`src/logic/gper_pkg.sv`:
```
`default_nettype none

package gper_pkg;

  // ----------------------------------------------------------------
  // Register map
  // ----------------------------------------------------------------
  localparam int ADDR_W = 12;
  localparam logic [11:0] OFF_CTRL = 12'h450;
  localparam logic [11:0] OFF_STATUS = 12'h454;
  localparam logic [11:0] OFF_GPIO_CFG = 12'h458;
  localparam logic [11:0] OFF_INT_STATUS = 12'h45c;
  localparam logic [11:0] OFF_INT_MASK = 12'h460;

  // ----------------------------------------------------------------
  // Field layout
  // ----------------------------------------------------------------
  localparam int NUM_PORTS = 3;
  localparam int CTRL_POL_BIT = 0;
  localparam int CTRL_EN_LSB = 1;
  localparam int GPIO_ALT_BIT = 0;
  localparam int GPIO_VAL_BIT = 1;
  localparam int GPIO_OE_BIT = 2;
  localparam int GPIO_IN_BIT = 3;

  // ----------------------------------------------------------------
  // Reset values
  // ----------------------------------------------------------------
  localparam logic [3:0] CTRL_RST = 4'h0;
  localparam logic [2:0] GPIO_CFG_RST = 3'h0;
  localparam logic [2:0] PORT_RST = 3'h0;

  // ----------------------------------------------------------------
  // Bus responses
  // ----------------------------------------------------------------
  localparam logic [1:0] RESP_OKAY = 2'h0;
  localparam logic [1:0] RESP_SLVERR = 2'h2;

endpackage : gper_pkg

`default_nettype wire

```
`src/logic/gper_router.sv`:
```
// Contract
// - Control bit 0 picks event output polarity
// - Redirected port's hot-plug messages are suppressed
// - Redirected port's hot-plug events drive shared pin
// - Pin carries event only in alternate function
// - Status bit reads one while redirected port signals
// - Status bit never set while redirect disabled
`timescale 1ns/1ps
`default_nettype none

module gper_router (
  input wire logic clock,
  input wire logic rst_n,
  input wire logic s_axil_awvalid,
  output logic s_axil_awready,
  input wire logic [11:0] s_axil_awaddr,
  input wire logic s_axil_wvalid,
  output logic s_axil_wready,
  input wire logic [31:0] s_axil_wdata,
  input wire logic [3:0] s_axil_wstrb,
  output logic s_axil_bvalid,
  input wire logic s_axil_bready,
  output logic [1:0] s_axil_bresp,
  input wire logic s_axil_arvalid,
  output logic s_axil_arready,
  input wire logic [11:0] s_axil_araddr,
  output logic s_axil_rvalid,
  input wire logic s_axil_rready,
  output logic [31:0] s_axil_rdata,
  output logic [1:0] s_axil_rresp,
  input wire logic [2:0] hp_event_pending,
  input wire logic [2:0] hp_intx_req,
  input wire logic [2:0] hp_msi_req,
  input wire logic [2:0] hp_pme_req,
  output logic [2:0] hp_intx_out,
  output logic [2:0] hp_msi_out,
  output logic [2:0] hp_pme_out,
  input wire logic gpio7_i,
  output logic gpio7_o,
  output logic gpio7_oe,
  output logic irq
);

  // ----------------------------------------------------------------
  // Declarations
  // ----------------------------------------------------------------
  logic [3:0] ctrl_q, ctrl_d;
  logic [2:0] gpio_cfg_q, gpio_cfg_d;
  logic [2:0] flag_q, flag_d;
  logic [2:0] int_sts_q, int_sts_d;
  logic [2:0] int_mask_q, int_mask_d;
  logic wr_en;
  logic [11:0] wr_addr;
  logic [31:0] wr_data;
  logic [3:0] wr_strb;
  logic [11:0] rd_addr;
  logic [31:0] rd_data;
  logic gpio7_in_sync;
  logic wr_hit;
  logic rd_hit;

  // ----------------------------------------------------------------
  // Bus slave and pin synchroniser
  // ----------------------------------------------------------------
  gper_axil_slave u_bus (
    .clock(clock),
    .rst_n(rst_n),
    .s_axil_awvalid(s_axil_awvalid),
    .s_axil_awready(s_axil_awready),
    .s_axil_awaddr(s_axil_awaddr),
    .s_axil_wvalid(s_axil_wvalid),
    .s_axil_wready(s_axil_wready),
    .s_axil_wdata(s_axil_wdata),
    .s_axil_wstrb(s_axil_wstrb),
    .s_axil_bvalid(s_axil_bvalid),
    .s_axil_bready(s_axil_bready),
    .s_axil_bresp(s_axil_bresp),
    .s_axil_arvalid(s_axil_arvalid),
    .s_axil_arready(s_axil_arready),
    .s_axil_araddr(s_axil_araddr),
    .s_axil_rvalid(s_axil_rvalid),
    .s_axil_rready(s_axil_rready),
    .s_axil_rdata(s_axil_rdata),
    .s_axil_rresp(s_axil_rresp),
    .wr_en(wr_en),
    .wr_addr(wr_addr),
    .wr_data(wr_data),
    .wr_strb(wr_strb),
    .wr_hit(wr_hit),
    .rd_addr(rd_addr),
    .rd_data(rd_data),
    .rd_hit(rd_hit)
  );

  gper_sync #(
    .WIDTH(1)
  ) u_gpio_sync (
    .clock(clock),
    .rst_n(rst_n),
    .async_in(gpio7_i),
    .sync_out(gpio7_in_sync)
  );

  // ----------------------------------------------------------------
  // Address decode
  // ----------------------------------------------------------------
  wire wsel_ctrl = wr_addr == gper_pkg::OFF_CTRL;
  wire wsel_status = wr_addr == gper_pkg::OFF_STATUS;
  wire wsel_gpio = wr_addr == gper_pkg::OFF_GPIO_CFG;
  wire wsel_int_sts = wr_addr == gper_pkg::OFF_INT_STATUS;
  wire wsel_int_mask = wr_addr == gper_pkg::OFF_INT_MASK;
  // Status is read-only; a write to it is accepted and dropped
  assign wr_hit = wsel_ctrl | wsel_status | wsel_gpio | wsel_int_sts | wsel_int_mask;
  wire wr_lane0 = wr_en & wr_strb[0];
  wire wr_ctrl = wr_lane0 & wsel_ctrl;
  wire wr_gpio = wr_lane0 & wsel_gpio;
  wire wr_int_clr = wr_lane0 & wsel_int_sts;
  wire wr_int_mask = wr_lane0 & wsel_int_mask;

  wire rsel_ctrl = rd_addr == gper_pkg::OFF_CTRL;
  wire rsel_status = rd_addr == gper_pkg::OFF_STATUS;
  wire rsel_gpio = rd_addr == gper_pkg::OFF_GPIO_CFG;
  wire rsel_int_sts = rd_addr == gper_pkg::OFF_INT_STATUS;
  wire rsel_int_mask = rd_addr == gper_pkg::OFF_INT_MASK;
  assign rd_hit = rsel_ctrl | rsel_status | rsel_gpio | rsel_int_sts | rsel_int_mask;

  // ----------------------------------------------------------------
  // Read mux
  // ----------------------------------------------------------------
  wire [31:0] rd_ctrl_w = {28'h0000000, ctrl_q};
  wire [31:0] rd_status_w = {28'h0000000, flag_q, 1'b0};
  wire [31:0] rd_gpio_w = {28'h0000000, gpio7_in_sync, gpio_cfg_q};
  wire [31:0] rd_int_sts_w = {28'h0000000, int_sts_q, 1'b0};
  wire [31:0] rd_int_mask_w = {28'h0000000, int_mask_q, 1'b0};
  assign rd_data = ({32{rsel_ctrl}} & rd_ctrl_w)
                 | ({32{rsel_status}} & rd_status_w)
                 | ({32{rsel_gpio}} & rd_gpio_w)
                 | ({32{rsel_int_sts}} & rd_int_sts_w)
                 | ({32{rsel_int_mask}} & rd_int_mask_w);

  // ----------------------------------------------------------------
  // Next-state logic
  // ----------------------------------------------------------------
  assign ctrl_d = wr_ctrl ? wr_data[3:0] : ctrl_q;
  assign gpio_cfg_d = wr_gpio ? wr_data[2:0] : gpio_cfg_q;
  assign int_mask_d = wr_int_mask ? wr_data[3:1] : int_mask_q;

  wire [2:0] en_d = ctrl_d[gper_pkg::CTRL_EN_LSB +: gper_pkg::NUM_PORTS];
  wire pol_d = ctrl_d[gper_pkg::CTRL_POL_BIT];
  wire alt_d = gpio_cfg_d[gper_pkg::GPIO_ALT_BIT];
  // Gated by next enable
  // Using the next enable keeps the flag and its enable changing on the same edge
  assign flag_d = en_d & hp_event_pending;
  wire any_flag_d = |flag_d;
  wire event_level_d = any_flag_d ? pol_d : ~pol_d;
  wire pin_d = alt_d ? event_level_d : gpio_cfg_d[gper_pkg::GPIO_VAL_BIT];
  wire pin_oe_d = alt_d | gpio_cfg_d[gper_pkg::GPIO_OE_BIT];

  // Rising flag edges are the interrupt events; set beats a same-cycle clear
  wire [2:0] flag_rise = flag_d & ~flag_q;
  wire [2:0] int_clr = wr_int_clr ? wr_data[3:1] : 3'h0;
  assign int_sts_d = (int_sts_q & ~int_clr) | flag_rise;

  // ----------------------------------------------------------------
  // Registers
  // ----------------------------------------------------------------
  always_ff @(posedge clock or negedge rst_n) begin
    if (!rst_n) begin
      ctrl_q <= gper_pkg::CTRL_RST;
      gpio_cfg_q <= gper_pkg::GPIO_CFG_RST;
      int_mask_q <= gper_pkg::PORT_RST;
      int_sts_q <= gper_pkg::PORT_RST;
    end else begin
      ctrl_q <= ctrl_d;
      gpio_cfg_q <= gpio_cfg_d;
      int_mask_q <= int_mask_d;
      int_sts_q <= int_sts_d;
    end
  end

  always_ff @(posedge clock or negedge rst_n) begin
    if (!rst_n) begin
      flag_q <= gper_pkg::PORT_RST;
    end else begin
      flag_q <= flag_d;
    end
  end

  // Pin reset leaves it undriven; its level is then don't-care
  always_ff @(posedge clock or negedge rst_n) begin
    if (!rst_n) begin
      gpio7_o <= 1'b0;
      gpio7_oe <= 1'b0;
      irq <= 1'b0;
    end else begin
      gpio7_o <= pin_d;
      gpio7_oe <= pin_oe_d;
      irq <= |(int_sts_d & int_mask_d);
    end
  end

  // ----------------------------------------------------------------
  // Message suppression
  // ----------------------------------------------------------------
  for (genvar p = 0; p < gper_pkg::NUM_PORTS; p++) begin : g_port
    always_ff @(posedge clock or negedge rst_n) begin
      if (!rst_n) begin
        hp_intx_out[p] <= 1'b0;
        hp_msi_out[p] <= 1'b0;
        hp_pme_out[p] <= 1'b0;
      end else begin
        hp_intx_out[p] <= hp_intx_req[p] & ~en_d[p];
        hp_msi_out[p] <= hp_msi_req[p] & ~en_d[p];
        hp_pme_out[p] <= hp_pme_req[p] & ~en_d[p];
      end
    end
  end

  // ----------------------------------------------------------------
  // Assertions
  // ----------------------------------------------------------------
  wire [2:0] en_q = ctrl_q[gper_pkg::CTRL_EN_LSB +: gper_pkg::NUM_PORTS];
  wire pol_q = ctrl_q[gper_pkg::CTRL_POL_BIT];
  wire alt_q = gpio_cfg_q[gper_pkg::GPIO_ALT_BIT];

  a_pol_level: assert property (@(posedge clock) disable iff (!rst_n)
    (alt_q && flag_q == 3'h0) |-> (gpio7_o == ~pol_q))
    else $error("Idle event pin level does not match polarity");

  a_msg_suppress: assert property (@(posedge clock) disable iff (!rst_n)
    ((hp_intx_out | hp_msi_out | hp_pme_out) & en_q) == 3'h0)
    else $error("Message leaked from a redirected port");

  a_msg_pass: assert property (@(posedge clock) disable iff (!rst_n)
    (hp_msi_req[0] && !en_d[0]) |=> hp_msi_out[0])
    else $error("Port 1 message lost while not redirected");

  a_event_raise: assert property (@(posedge clock) disable iff (!rst_n)
    (alt_d && ((en_d & hp_event_pending) != 3'h0)) |=> (gpio7_oe && gpio7_o == pol_q))
    else $error("Redirected event did not assert the pin");

  a_alt_only: assert property (@(posedge clock) disable iff (!rst_n)
    !alt_q |-> (gpio7_o == gpio_cfg_q[gper_pkg::GPIO_VAL_BIT]
                && gpio7_oe == gpio_cfg_q[gper_pkg::GPIO_OE_BIT]))
    else $error("Event drove the pin outside its alternate function");

  a_status_track: assert property (@(posedge clock) disable iff (!rst_n)
    $rose(flag_q[1]) |-> $past(hp_event_pending[1])
      ##1 (flag_q[1] || !$past(hp_event_pending[1]) || !$past(en_d[1])))
    else $error("Port 2 status does not follow its event");

  a_status_gated: assert property (@(posedge clock) disable iff (!rst_n)
    (flag_q & ~en_q) == 3'h0)
    else $error("Status set while redirect disabled");

  a_out_tracks: assert property (@(posedge clock) disable iff (!rst_n)
    (alt_q && $fell(|flag_q)) |-> (gpio7_o == ~pol_q) [*2] or (gpio7_o == ~pol_q ##1 (|flag_q || !alt_q)))
    else $error("Event pin did not release with its status");

  a_irq_sticky: assert property (@(posedge clock) disable iff (!rst_n)
    $rose(flag_q[2]) |-> int_sts_q[2] ##1 (int_sts_q[2] || $past(wr_int_clr)))
    else $error("Port 3 interrupt status lost");

  // ----------------------------------------------------------------
  // Interrupt, pass-through and pin checks, and covers
  // ----------------------------------------------------------------
  a_irq_level: assert property (@(posedge clock) disable iff (!rst_n)
    irq == |(int_sts_q & int_mask_q))
    else $error("Interrupt output does not match masked status");

  // Set beats a clear written in the same cycle
  a_int_set_wins: assert property (@(posedge clock) disable iff (!rst_n)
    (flag_d[0] && !flag_q[0]) |=> int_sts_q[0])
    else $error("Port 1 interrupt event lost to a clear");

  a_int_clear: assert property (@(posedge clock) disable iff (!rst_n)
    (wr_int_clr && wr_data[1] && !flag_rise[0]) |=> !int_sts_q[0])
    else $error("Port 1 interrupt status survived its clear");

  a_intx_pass: assert property (@(posedge clock) disable iff (!rst_n)
    (hp_intx_req[2] && !en_d[2]) |=> hp_intx_out[2])
    else $error("Port 3 legacy interrupt lost while not redirected");

  a_pme_pass: assert property (@(posedge clock) disable iff (!rst_n)
    (hp_pme_req[1] && !en_d[1]) |=> hp_pme_out[1])
    else $error("Port 2 power event lost while not redirected");

  a_pin_oe_alt: assert property (@(posedge clock) disable iff (!rst_n)
    alt_q |-> gpio7_oe)
    else $error("Event pin not driven in its alternate function");

  c_redirect_event: cover property (@(posedge clock) disable iff (!rst_n)
    alt_q && pol_q && (flag_q != 3'h0) ##[1:20] (flag_q == 3'h0));

  c_two_ports: cover property (@(posedge clock) disable iff (!rst_n)
    flag_q[0] && flag_q[2]);

  c_irq_clear: cover property (@(posedge clock) disable iff (!rst_n)
    irq ##[1:20] !irq);

  c_active_low: cover property (@(posedge clock) disable iff (!rst_n)
    alt_q && !pol_q && (flag_q != 3'h0));

endmodule : gper_router

`default_nettype wire

```
`src/logic/gper_sync.sv`:
```
`timescale 1ns/1ps
`default_nettype none

module gper_sync #(
  parameter int WIDTH = 1
) (
  input wire logic clock,
  input wire logic rst_n,
  input wire logic [WIDTH-1:0] async_in,
  output logic [WIDTH-1:0] sync_out
);

  // ----------------------------------------------------------------
  // Two-stage synchroniser per bit
  // ----------------------------------------------------------------
  for (genvar i = 0; i < WIDTH; i++) begin : g_bit
    logic meta_q;
    logic sync_q;
    always_ff @(posedge clock or negedge rst_n) begin
      if (!rst_n) begin
        meta_q <= 1'b0;
        sync_q <= 1'b0;
      end else begin
        meta_q <= async_in[i];
        sync_q <= meta_q;
      end
    end
    assign sync_out[i] = sync_q;
  end

endmodule : gper_sync

`default_nettype wire

```
`src/logic/gper_axil_slave.sv`:
```
`timescale 1ns/1ps
`default_nettype none

module gper_axil_slave (
  input wire logic clock,
  input wire logic rst_n,
  input wire logic s_axil_awvalid,
  output logic s_axil_awready,
  input wire logic [11:0] s_axil_awaddr,
  input wire logic s_axil_wvalid,
  output logic s_axil_wready,
  input wire logic [31:0] s_axil_wdata,
  input wire logic [3:0] s_axil_wstrb,
  output logic s_axil_bvalid,
  input wire logic s_axil_bready,
  output logic [1:0] s_axil_bresp,
  input wire logic s_axil_arvalid,
  output logic s_axil_arready,
  input wire logic [11:0] s_axil_araddr,
  output logic s_axil_rvalid,
  input wire logic s_axil_rready,
  output logic [31:0] s_axil_rdata,
  output logic [1:0] s_axil_rresp,
  output logic wr_en,
  output logic [11:0] wr_addr,
  output logic [31:0] wr_data,
  output logic [3:0] wr_strb,
  input wire logic wr_hit,
  output logic [11:0] rd_addr,
  input wire logic [31:0] rd_data,
  input wire logic rd_hit
);

  logic aw_have_q, aw_have_d, w_have_q, w_have_d;
  logic bvalid_d, rvalid_d;
  logic [11:0] awaddr_q;
  logic [31:0] wdata_q;
  logic [3:0] wstrb_q;

  // ----------------------------------------------------------------
  // Handshake decode
  // ----------------------------------------------------------------
  // Address and data may arrive in either order; the write fires once both are held
  wire aw_take = s_axil_awvalid & s_axil_awready;
  wire w_take = s_axil_wvalid & s_axil_wready;
  wire ar_take = s_axil_arvalid & s_axil_arready;
  wire wr_fire = aw_have_q & w_have_q;
  assign aw_have_d = (aw_have_q | aw_take) & ~wr_fire;
  assign w_have_d = (w_have_q | w_take) & ~wr_fire;
  assign bvalid_d = wr_fire | (s_axil_bvalid & ~s_axil_bready);
  assign rvalid_d = ar_take | (s_axil_rvalid & ~s_axil_rready);
  assign wr_en = wr_fire;
  assign wr_addr = awaddr_q;
  assign wr_data = wdata_q;
  assign wr_strb = wstrb_q;
  assign rd_addr = s_axil_araddr;

  // ----------------------------------------------------------------
  // Channel state
  // ----------------------------------------------------------------
  always_ff @(posedge clock or negedge rst_n) begin
    if (!rst_n) begin
      aw_have_q <= 1'b0;
      w_have_q <= 1'b0;
      s_axil_awready <= 1'b0;
      s_axil_wready <= 1'b0;
      s_axil_bvalid <= 1'b0;
      s_axil_bresp <= gper_pkg::RESP_OKAY;
      awaddr_q <= 12'h000;
      wdata_q <= 32'h0000_0000;
      wstrb_q <= 4'h0;
    end else begin
      aw_have_q <= aw_have_d;
      w_have_q <= w_have_d;
      s_axil_awready <= ~aw_have_d & ~bvalid_d;
      s_axil_wready <= ~w_have_d & ~bvalid_d;
      s_axil_bvalid <= bvalid_d;
      if (wr_fire) begin
        s_axil_bresp <= wr_hit ? gper_pkg::RESP_OKAY : gper_pkg::RESP_SLVERR;
      end
      if (aw_take) begin
        awaddr_q <= s_axil_awaddr;
      end
      if (w_take) begin
        wdata_q <= s_axil_wdata;
        wstrb_q <= s_axil_wstrb;
      end
    end
  end

  always_ff @(posedge clock or negedge rst_n) begin
    if (!rst_n) begin
      s_axil_arready <= 1'b0;
      s_axil_rvalid <= 1'b0;
      s_axil_rdata <= 32'h0000_0000;
      s_axil_rresp <= gper_pkg::RESP_OKAY;
    end else begin
      s_axil_arready <= ~rvalid_d;
      s_axil_rvalid <= rvalid_d;
      if (ar_take) begin
        s_axil_rdata <= rd_hit ? rd_data : 32'h0000_0000;
        s_axil_rresp <= rd_hit ? gper_pkg::RESP_OKAY : gper_pkg::RESP_SLVERR;
      end
    end
  end

endmodule : gper_axil_slave

`default_nettype wire

```
`config.mk`:
```
export PLATFORM = sky130hd
export DESIGN_NAME = gper_router
export DESIGN_NICKNAME = d
export VERILOG_FILES = /design/src/logic/gper_pkg.sv /design/src/logic/gper_router.sv /design/src/logic/gper_sync.sv /design/src/logic/gper_axil_slave.sv
export SDC_FILE = /design/constraint.sdc
export NUM_CORES = 1
export LEC_CHECK = 0
export BUFFER_PORTS_ARGS = -buffer_cell sky130_fd_sc_hd__buf_2
export CORE_MARGIN = 1.5
export CORE_UTILIZATION = 49
export CTS_CLUSTER_SIZE = 12
export DETAILED_ROUTE_END_ITERATION = 16
export GPL_ROUTABILITY_DRIVEN = 0
export PLACE_DENSITY = 0.82
export SLEW_MARGIN = 10
export SYNTH_ARGS = -nofsm -noshare
export SYNTH_HDL_FRONTEND = slang
export SYNTH_SLANG_ARGS = --single-unit
```
`constraint.sdc`:
```
create_clock -name clock -period 4.3 [get_ports clock]
set_clock_uncertainty 0.15 [all_clocks]
set_input_delay 0.645 -clock clock [delete_from_list [all_inputs] [get_ports clock]]
set_output_delay 0.645 -clock clock [all_outputs]
set_load 0.02 [all_outputs]
```
==> impl_metrics.py, run 1 <==
metrics = {
    "critical_path": {
        "regToRegStartpoint": "u_bus.wr_addr[2]",
        "r2r_end": "irq",
        "cp.arrival_ns": 3.15,
        "endpoint_kind": "flop",
        "start_kind": "flop",
        "reg2regPathDepth": 7,
        "path_max_fanout": 6,
        "path_class": "flop to flop",
        "reg2reg_slack_ns": 1.22,
        "required_ns": 4.36,
    },
    "synth": {
        "synth.distinct_cells": 38,
        "synth_seq_cells": 60,
        "synth.avg_cell_area_um2": 12.3,
        "netlist_instances": 220,
        "synth_edf_count": 0,
        "synth_ff_type": "dfrtp_1",
        "ys_seq_area_share_pct": 55.7,
        "netlist_area_um2": 2700,
        "async_flop_share_pct": 100,
        "ys.warnings.count": 0,
    },
    "grt": {
        "grt_pass1_vias": 1662,
        "antenna_found_initial": 0,
        "overflow": 0,
        "grt_max_degree": 40,
        "grt_first_pass_wirelength_mm": 7.93,
        "grt_util_all_layers_pct": 17.6,
    },
    "power_and_ir_drop": {
        "power.leakage_uw": 0.00162,
        "seqPwrFrac_pct": 50.7,
        "vdd_drop_max_mv": 0.366,
        "power_density_nw_per_um2": 479,
        "switchingPower_uw": 453,
        "clkPwrFrac_pct": 29.0,
        "p_comb_share_pct": 20.3,
        "p_int_uw": 1080,
        "p_sw_share_pct": 29.6,
    },
    "floorplanning": {
        "ioPinCount": 133,
        "num_rows": 26,
        "initial_core_util_pct": 51.8,
        "die_w_um": 77.2,
        "dieArea_um2": 5960,
        "core_area_um2": 5200,
        "die_h_um": 77.2,
    },
    "sta": {
        "finalCritPeriodShare_pct": 71.7,
        "maxSlewViolCount": 0,
        "slew_headroom_pct": 61.3,
        "finalSetupViolCount": 0,
        "hold_viol_final": 0,
        "final.setup.tns_ns": 0,
        "rsz0062_at_grt": "no",
        "worstMarginPinSlew_ns": 0.577,
        "post-route-min-period_ns": 3.08,
        "max_freq_mhz": 325,
    },
    "cts": {
        "cts_resized": 0,
        "clkTransAtPathRegs_ns": 0.06,
        "ctsHoldBuffers": 0,
        "root_buffer": "clkbuf_8",
        "cts_max_path_buffers": 2,
        "clk-insertion-delay-late_ns": 0.33,
        "cts_tree": "built",
        "tritoncts.num_buffers": 9,
        "cts_setup_buffers": 0,
        "cts_sinks": 60,
        "htreeDepth": 3,
    },
    "placed_design": {
        "numPlacedInstances": 358,
        "portBuffers": 71,
        "dpl.hpwl_mm": 3.60,
    },
    "route": {
        "wl_mm": 4.85,
        "route.detailed.drc": 0,
        "routedWlPerCell_um": 13.0,
        "ant_nets": 0,
        "vias_per_cell": 4.75,
        "dr_total_vias": 1770,
        "first_iter_violations": 125,
        "drt_pre_antenna_iters": 4,
    },
    "final_layout": {
        "final_common_cell": "buf_2",
        "final_cell_mix": "buf_2, dfrtp_1, conb_1",
        "stdcell_count": 373,
        "drive_gt1_share_pct": 38.9,
        "area_growth_pct": 18.2,
        "fillers": 435,
        "finalNetCount": 379,
        "antennaDiodeCount": 0,
    },
    "flow_run": {
        "drv_cap": 0,
    },
    "worst_hold_path": {
        "hold_class": "input port to asynchronous set/reset pin",
    },
    "run_status": {
        "outcome": "finished clean",
    },
}
-- stage by stage --
step / worst slack (ns) / cell area (um2) / power (uW) / utilization (%) / hold WS, ns
after floorplan: 1.51 / 2810 / 1010 / - / 0.181
after global routing: 1.04 / 3190 / 1610 / 61.3 / 0.141
after detailed placement: 1.19 / 3020 / 1100 / 58.0 / 0.194
after CTS: 1.18 / 3190 / 1550 / 61.3 / 0.113
after global placement: 1.23 / 3020 / 1090 / 58.0 / 0.185
final: 1.22 / 3190 / 1530 / 61.3 / 0.104
-- cells by family after synthesis --
family                    synth area share, %
and+or+nand+nor                          12.4
buffers and inverters                    10.3
other                                   0.139
AOI/OAI and AO/OA                        5.20
xor gates and xnor gates                0.325
muxes                                    16.0
DFF                                      55.7
-- sequential cells by signal, summed over array words and instances, names as in the netlist, 3 cells and up --
signal / cells
hp_intx_out: 3
hp_msi_out: 3
ctrl_q: 4
u_bus.wr_data: 4
int_mask_q: 3
gpio_cfg_q: 3
u_bus.s_axil_rdata: 4
int_sts_q: 3
u_bus.wr_addr: 12
flag_q: 3
hp_pme_out: 3
-- cell type report --
type	count	area (um2)	share of cell area, %
Multi-Input combinational cell	145	1030	32.2
Tap cell	70	87.6	2.75
Clock buffer	13	159	4.98
Clock inverter	2	10.0	0.314
Inverter	11	41.3	1.30
Sequential cell	60	1500	47.1
Timing Repair Buffer	72	363	11.4
-- layer usage --
metal	wire [um]	vias up	global-route usage, %
li1	-	851	-
met1	2090	834	22.5
met2	2350	77	27.2
met3	336	8	4.40
met4	75	0	9.82
met5	0	-	0
-- worst max-delay path by stage --
| stage | from | slack (ns) | to | cells after the start |
|---|---|---|---|---|
| after floorplan | u_bus.wr_addr[9] | 1.51 | irq | 7 |
| after global placement | u_bus.wr_addr[9] | 1.23 | irq | 7 |
| after detailed placement | u_bus.wr_addr[7] | 1.19 | irq | 7 |
| after CTS | u_bus.wr_addr[2] | 1.18 | irq | 7 |
| after global routing | u_bus.wr_addr[2] | 1.04 | irq | 7 |
| final | u_bus.wr_addr[2] | 1.22 | irq | 7 |
-- power groups by stage --
stage	logic [uW]	registers (uW)	clock network, uW
2_1_floorplan	227	787	0
3_3_place_gp	304	782	0
3_5_place_dp	313	789	0
4_1_cts	315	777	457
5_1_grt	338	795	480
6_report	310	775	443
-- cells in the mapped netlist, types with 2 or more instances --
master / number / area share, %
a21oi_1: 3 / 0.56
or4b_1: 2 / 0.74
mux2i_1: 16 / 5.9
o22ai_1: 3 / 0.70
nand2b_1: 2 / 0.46
clkbuf_1: 2 / 0.28
inv_1: 10 / 1.4
nor3b_1: 3 / 0.84
buf_4: 30 / 8.4
or2_2: 2 / 0.46
mux2_2: 24 / 10
o31ai_1: 2 / 0.56
nor4b_1: 3 / 0.97
o21ai_0: 5 / 0.93
and2_1: 11 / 2.6
nor2_1: 3 / 0.42
nand3_1: 2 / 0.37
nand2_1: 18 / 2.5
dfrtp_1: 60 / 56
-- critical path, stage by stage, from the launching register on --
cell,delay (ns)
dfrtp_1,0.41
or4b_1,0.58
nor4_4,0.54
mux2i_1,0.41
inv_2,0.09
and2_1,0.18
a22o_2,0.27
a221o_1,0.34
(Power assumes the default switching activity.)
==> inputs of run 2 (changes only) <==
- CORE_UTILIZATION: 49 -> 46
- PLACE_DENSITY: 0.82 -> 0.77
- clock period: 4.3 -> 3.2 ns (I/O delays scaled with it)
==> impl_metrics.py, run 2 (synthesized netlist as in run 1, its figures left out) <==
metrics = {
    "floorplanning": {
        "num_rows": 27,
        "ioPinCount": 133,
        "initial_core_util_pct": 48.4,
        "die_w_um": 79.6,
        "die_h_um": 79.6,
        "core_area_um2": 5570,
        "dieArea_um2": 6330,
    },
    "run_status": {
        "outcome": "finished clean",
    },
    "critical_path": {
        "regToRegStartpoint": "u_bus.wr_addr[2]",
        "path_max_fanout": 4,
        "cp_cell_sequence": "or4b_1, nor4_4, mux2i_1, inv_2, and2_1, a22o_2, a221o_1",
        "start_kind": "flop",
        "reg2regPathDepth": 7,
        "required_ns": 3.26,
        "cp_slowest_stage_delay_ns": 0.60,
        "r2r_end": "irq",
        "cp.arrival_ns": 2.91,
        "endpoint_kind": "flop",
        "cp_slowest_cell": "or4b_1",
        "path_class": "flop to flop",
        "reg2reg_slack_ns": 0.35,
    },
    "power_and_ir_drop": {
        "p_int_uw": 1530,
        "p_comb_share_pct": 19.5,
        "power.leakage_uw": 0.00166,
        "switchingPower_uw": 615,
        "p_sw_share_pct": 28.7,
        "seqPwrFrac_pct": 48.8,
        "clkPwrFrac_pct": 31.7,
        "vdd_drop_max_mv": 0.423,
        "power_density_nw_per_um2": 659,
    },
    "cts": {
        "tritoncts.num_buffers": 9,
        "htreeDepth": 3,
        "cts_tree": "built",
        "cts_max_path_buffers": 2,
        "cts_resized": 0,
        "clk-insertion-delay-late_ns": 0.33,
        "root_buffer": "clkbuf_8",
        "clkTransAtPathRegs_ns": 0.07,
        "cts_sinks": 60,
    },
    "sta": {
        "final.setup.tns_ns": 0,
        "slew_headroom_pct": 65.5,
        "max_freq_mhz": 351,
        "rsz0062_at_grt": "no",
        "post-route-min-period_ns": 2.85,
        "maxSlewViolCount": 0,
        "worstMarginPinSlew_ns": 0.516,
        "hold_viol_final": 0,
        "finalCritPeriodShare_pct": 89.1,
        "finalSetupViolCount": 0,
    },
    "worst_hold_path": {
        "worstHoldStart": "gpio7_i",
        "hold_class": "input port to flop",
        "hold_end": "u_gpio_sync.g_bit[0].meta_q",
        "worstHoldPathCells": 1,
    },
    "placed_design": {
        "portBuffers": 71,
        "dpl.hpwl_mm": 3.56,
        "numPlacedInstances": 361,
    },
    "route": {
        "drt_pre_antenna_iters": 4,
        "vias_per_cell": 4.71,
        "ant_nets": 0,
        "dr_total_vias": 1780,
        "wl_mm": 4.77,
        "first_iter_violations": 79,
        "routedWlPerCell_um": 12.6,
        "route.detailed.drc": 0,
    },
    "final_layout": {
        "final_cell_mix": "buf_2, dfrtp_1, conb_1",
        "largest_reg_flops": 12,
        "final_common_cell": "buf_2",
        "finalNetCount": 381,
        "stdcell_count": 378,
        "drive_gt1_share_pct": 39.9,
        "antennaDiodeCount": 0,
        "area_growth_pct": 20.6,
        "fillers": 485,
    },
    "grt": {
        "antenna_found_initial": 0,
        "overflow": 0,
        "grt_max_degree": 49,
        "grt_pass1_vias": 1774,
        "grt_first_pass_wirelength_mm": 7.91,
        "grt_util_all_layers_pct": 16.8,
    },
    "flow_run": {
        "drv_cap": 0,
    },
}
run 2: through the flow:
| stage | utilization (%) | instance area, um2 | worst slack, ns | power, uW | hold WS, ns |
|---|---|---|---|---|---|
| final | 58.4 | 3250 | 0.350 | 2140 | 0.111 |
| after global routing | 58.4 | 3250 | 0.258 | 2270 | 0.0922 |
| after floorplan | - | 2810 | 0.409 | 1360 | 0.0344 |
| after CTS | 58.4 | 3250 | 0.340 | 2170 | 0.0942 |
| after detailed placement | 54.6 | 3040 | 0.355 | 1480 | 0.186 |
| after global placement | 54.6 | 3040 | 0.407 | 1460 | 0.184 |
run 2: worst max path at each step:
stage                                start  endpoint  slack (ns)  cells past startpoint
after global routing      u_bus.wr_addr[2]       irq        0.26                      7
after global placement    u_bus.wr_addr[9]       irq        0.41                      7
after CTS                 u_bus.wr_addr[2]       irq        0.34                      7
final                     u_bus.wr_addr[2]       irq        0.35                      7
after floorplan           u_bus.wr_addr[9]       irq        0.41                      7
after detailed placement  u_bus.wr_addr[2]       irq        0.35                      7
run 2: power by group through the flow:
stage / Combinational, uW / Sequential [uW] / Clock, uW
final: 418 / 1050 / 678
after global routing: 462 / 1070 / 736
after CTS: 426 / 1050 / 697
after detailed placement: 423 / 1060 / 0
after global placement: 412 / 1050 / 0
after floorplan: 305 / 1060 / 0
run 2: layer usage:
layer	track usage (%)	share of wire, %	vias to the layer above
met1	19.6	40	841
met3	5.37	8.8	7
met4	9.30	1.4	0
met2	27.1	49	75
met5	0	0	-
li1	-	-	857
run 2: final cells by class:
type | count | area (um2) | area share [%]
Multi-Input combinational cell | 145 | 1030 | 31.5
Timing Repair Buffer | 74 | 393 | 12.1
Clock buffer | 11 | 151 | 4.65
Inverter | 11 | 41.3 | 1.27
Clock inverter | 5 | 50.0 | 1.54
Tap cell | 72 | 90.1 | 2.77
Sequential cell | 60 | 1500 | 46.2
run 2: worst max-delay path, delay by kind of cell, from the launching register on:
kind | cells | cell delay [ns]
AND/OR/NAND/NOR | 3 | 1.11
AO/OA/AOI/OAI | 2 | 0.62
flip-flops | 1 | 0.41
multiplexers | 1 | 0.36
buffers and inverters | 1 | 0.08
run 2: repair_timing:
action                                 in CTS  in global routing
hold buffers                                1                  0
buffers inserted                            0                  0
endpoints found under the hold margin      12                  0
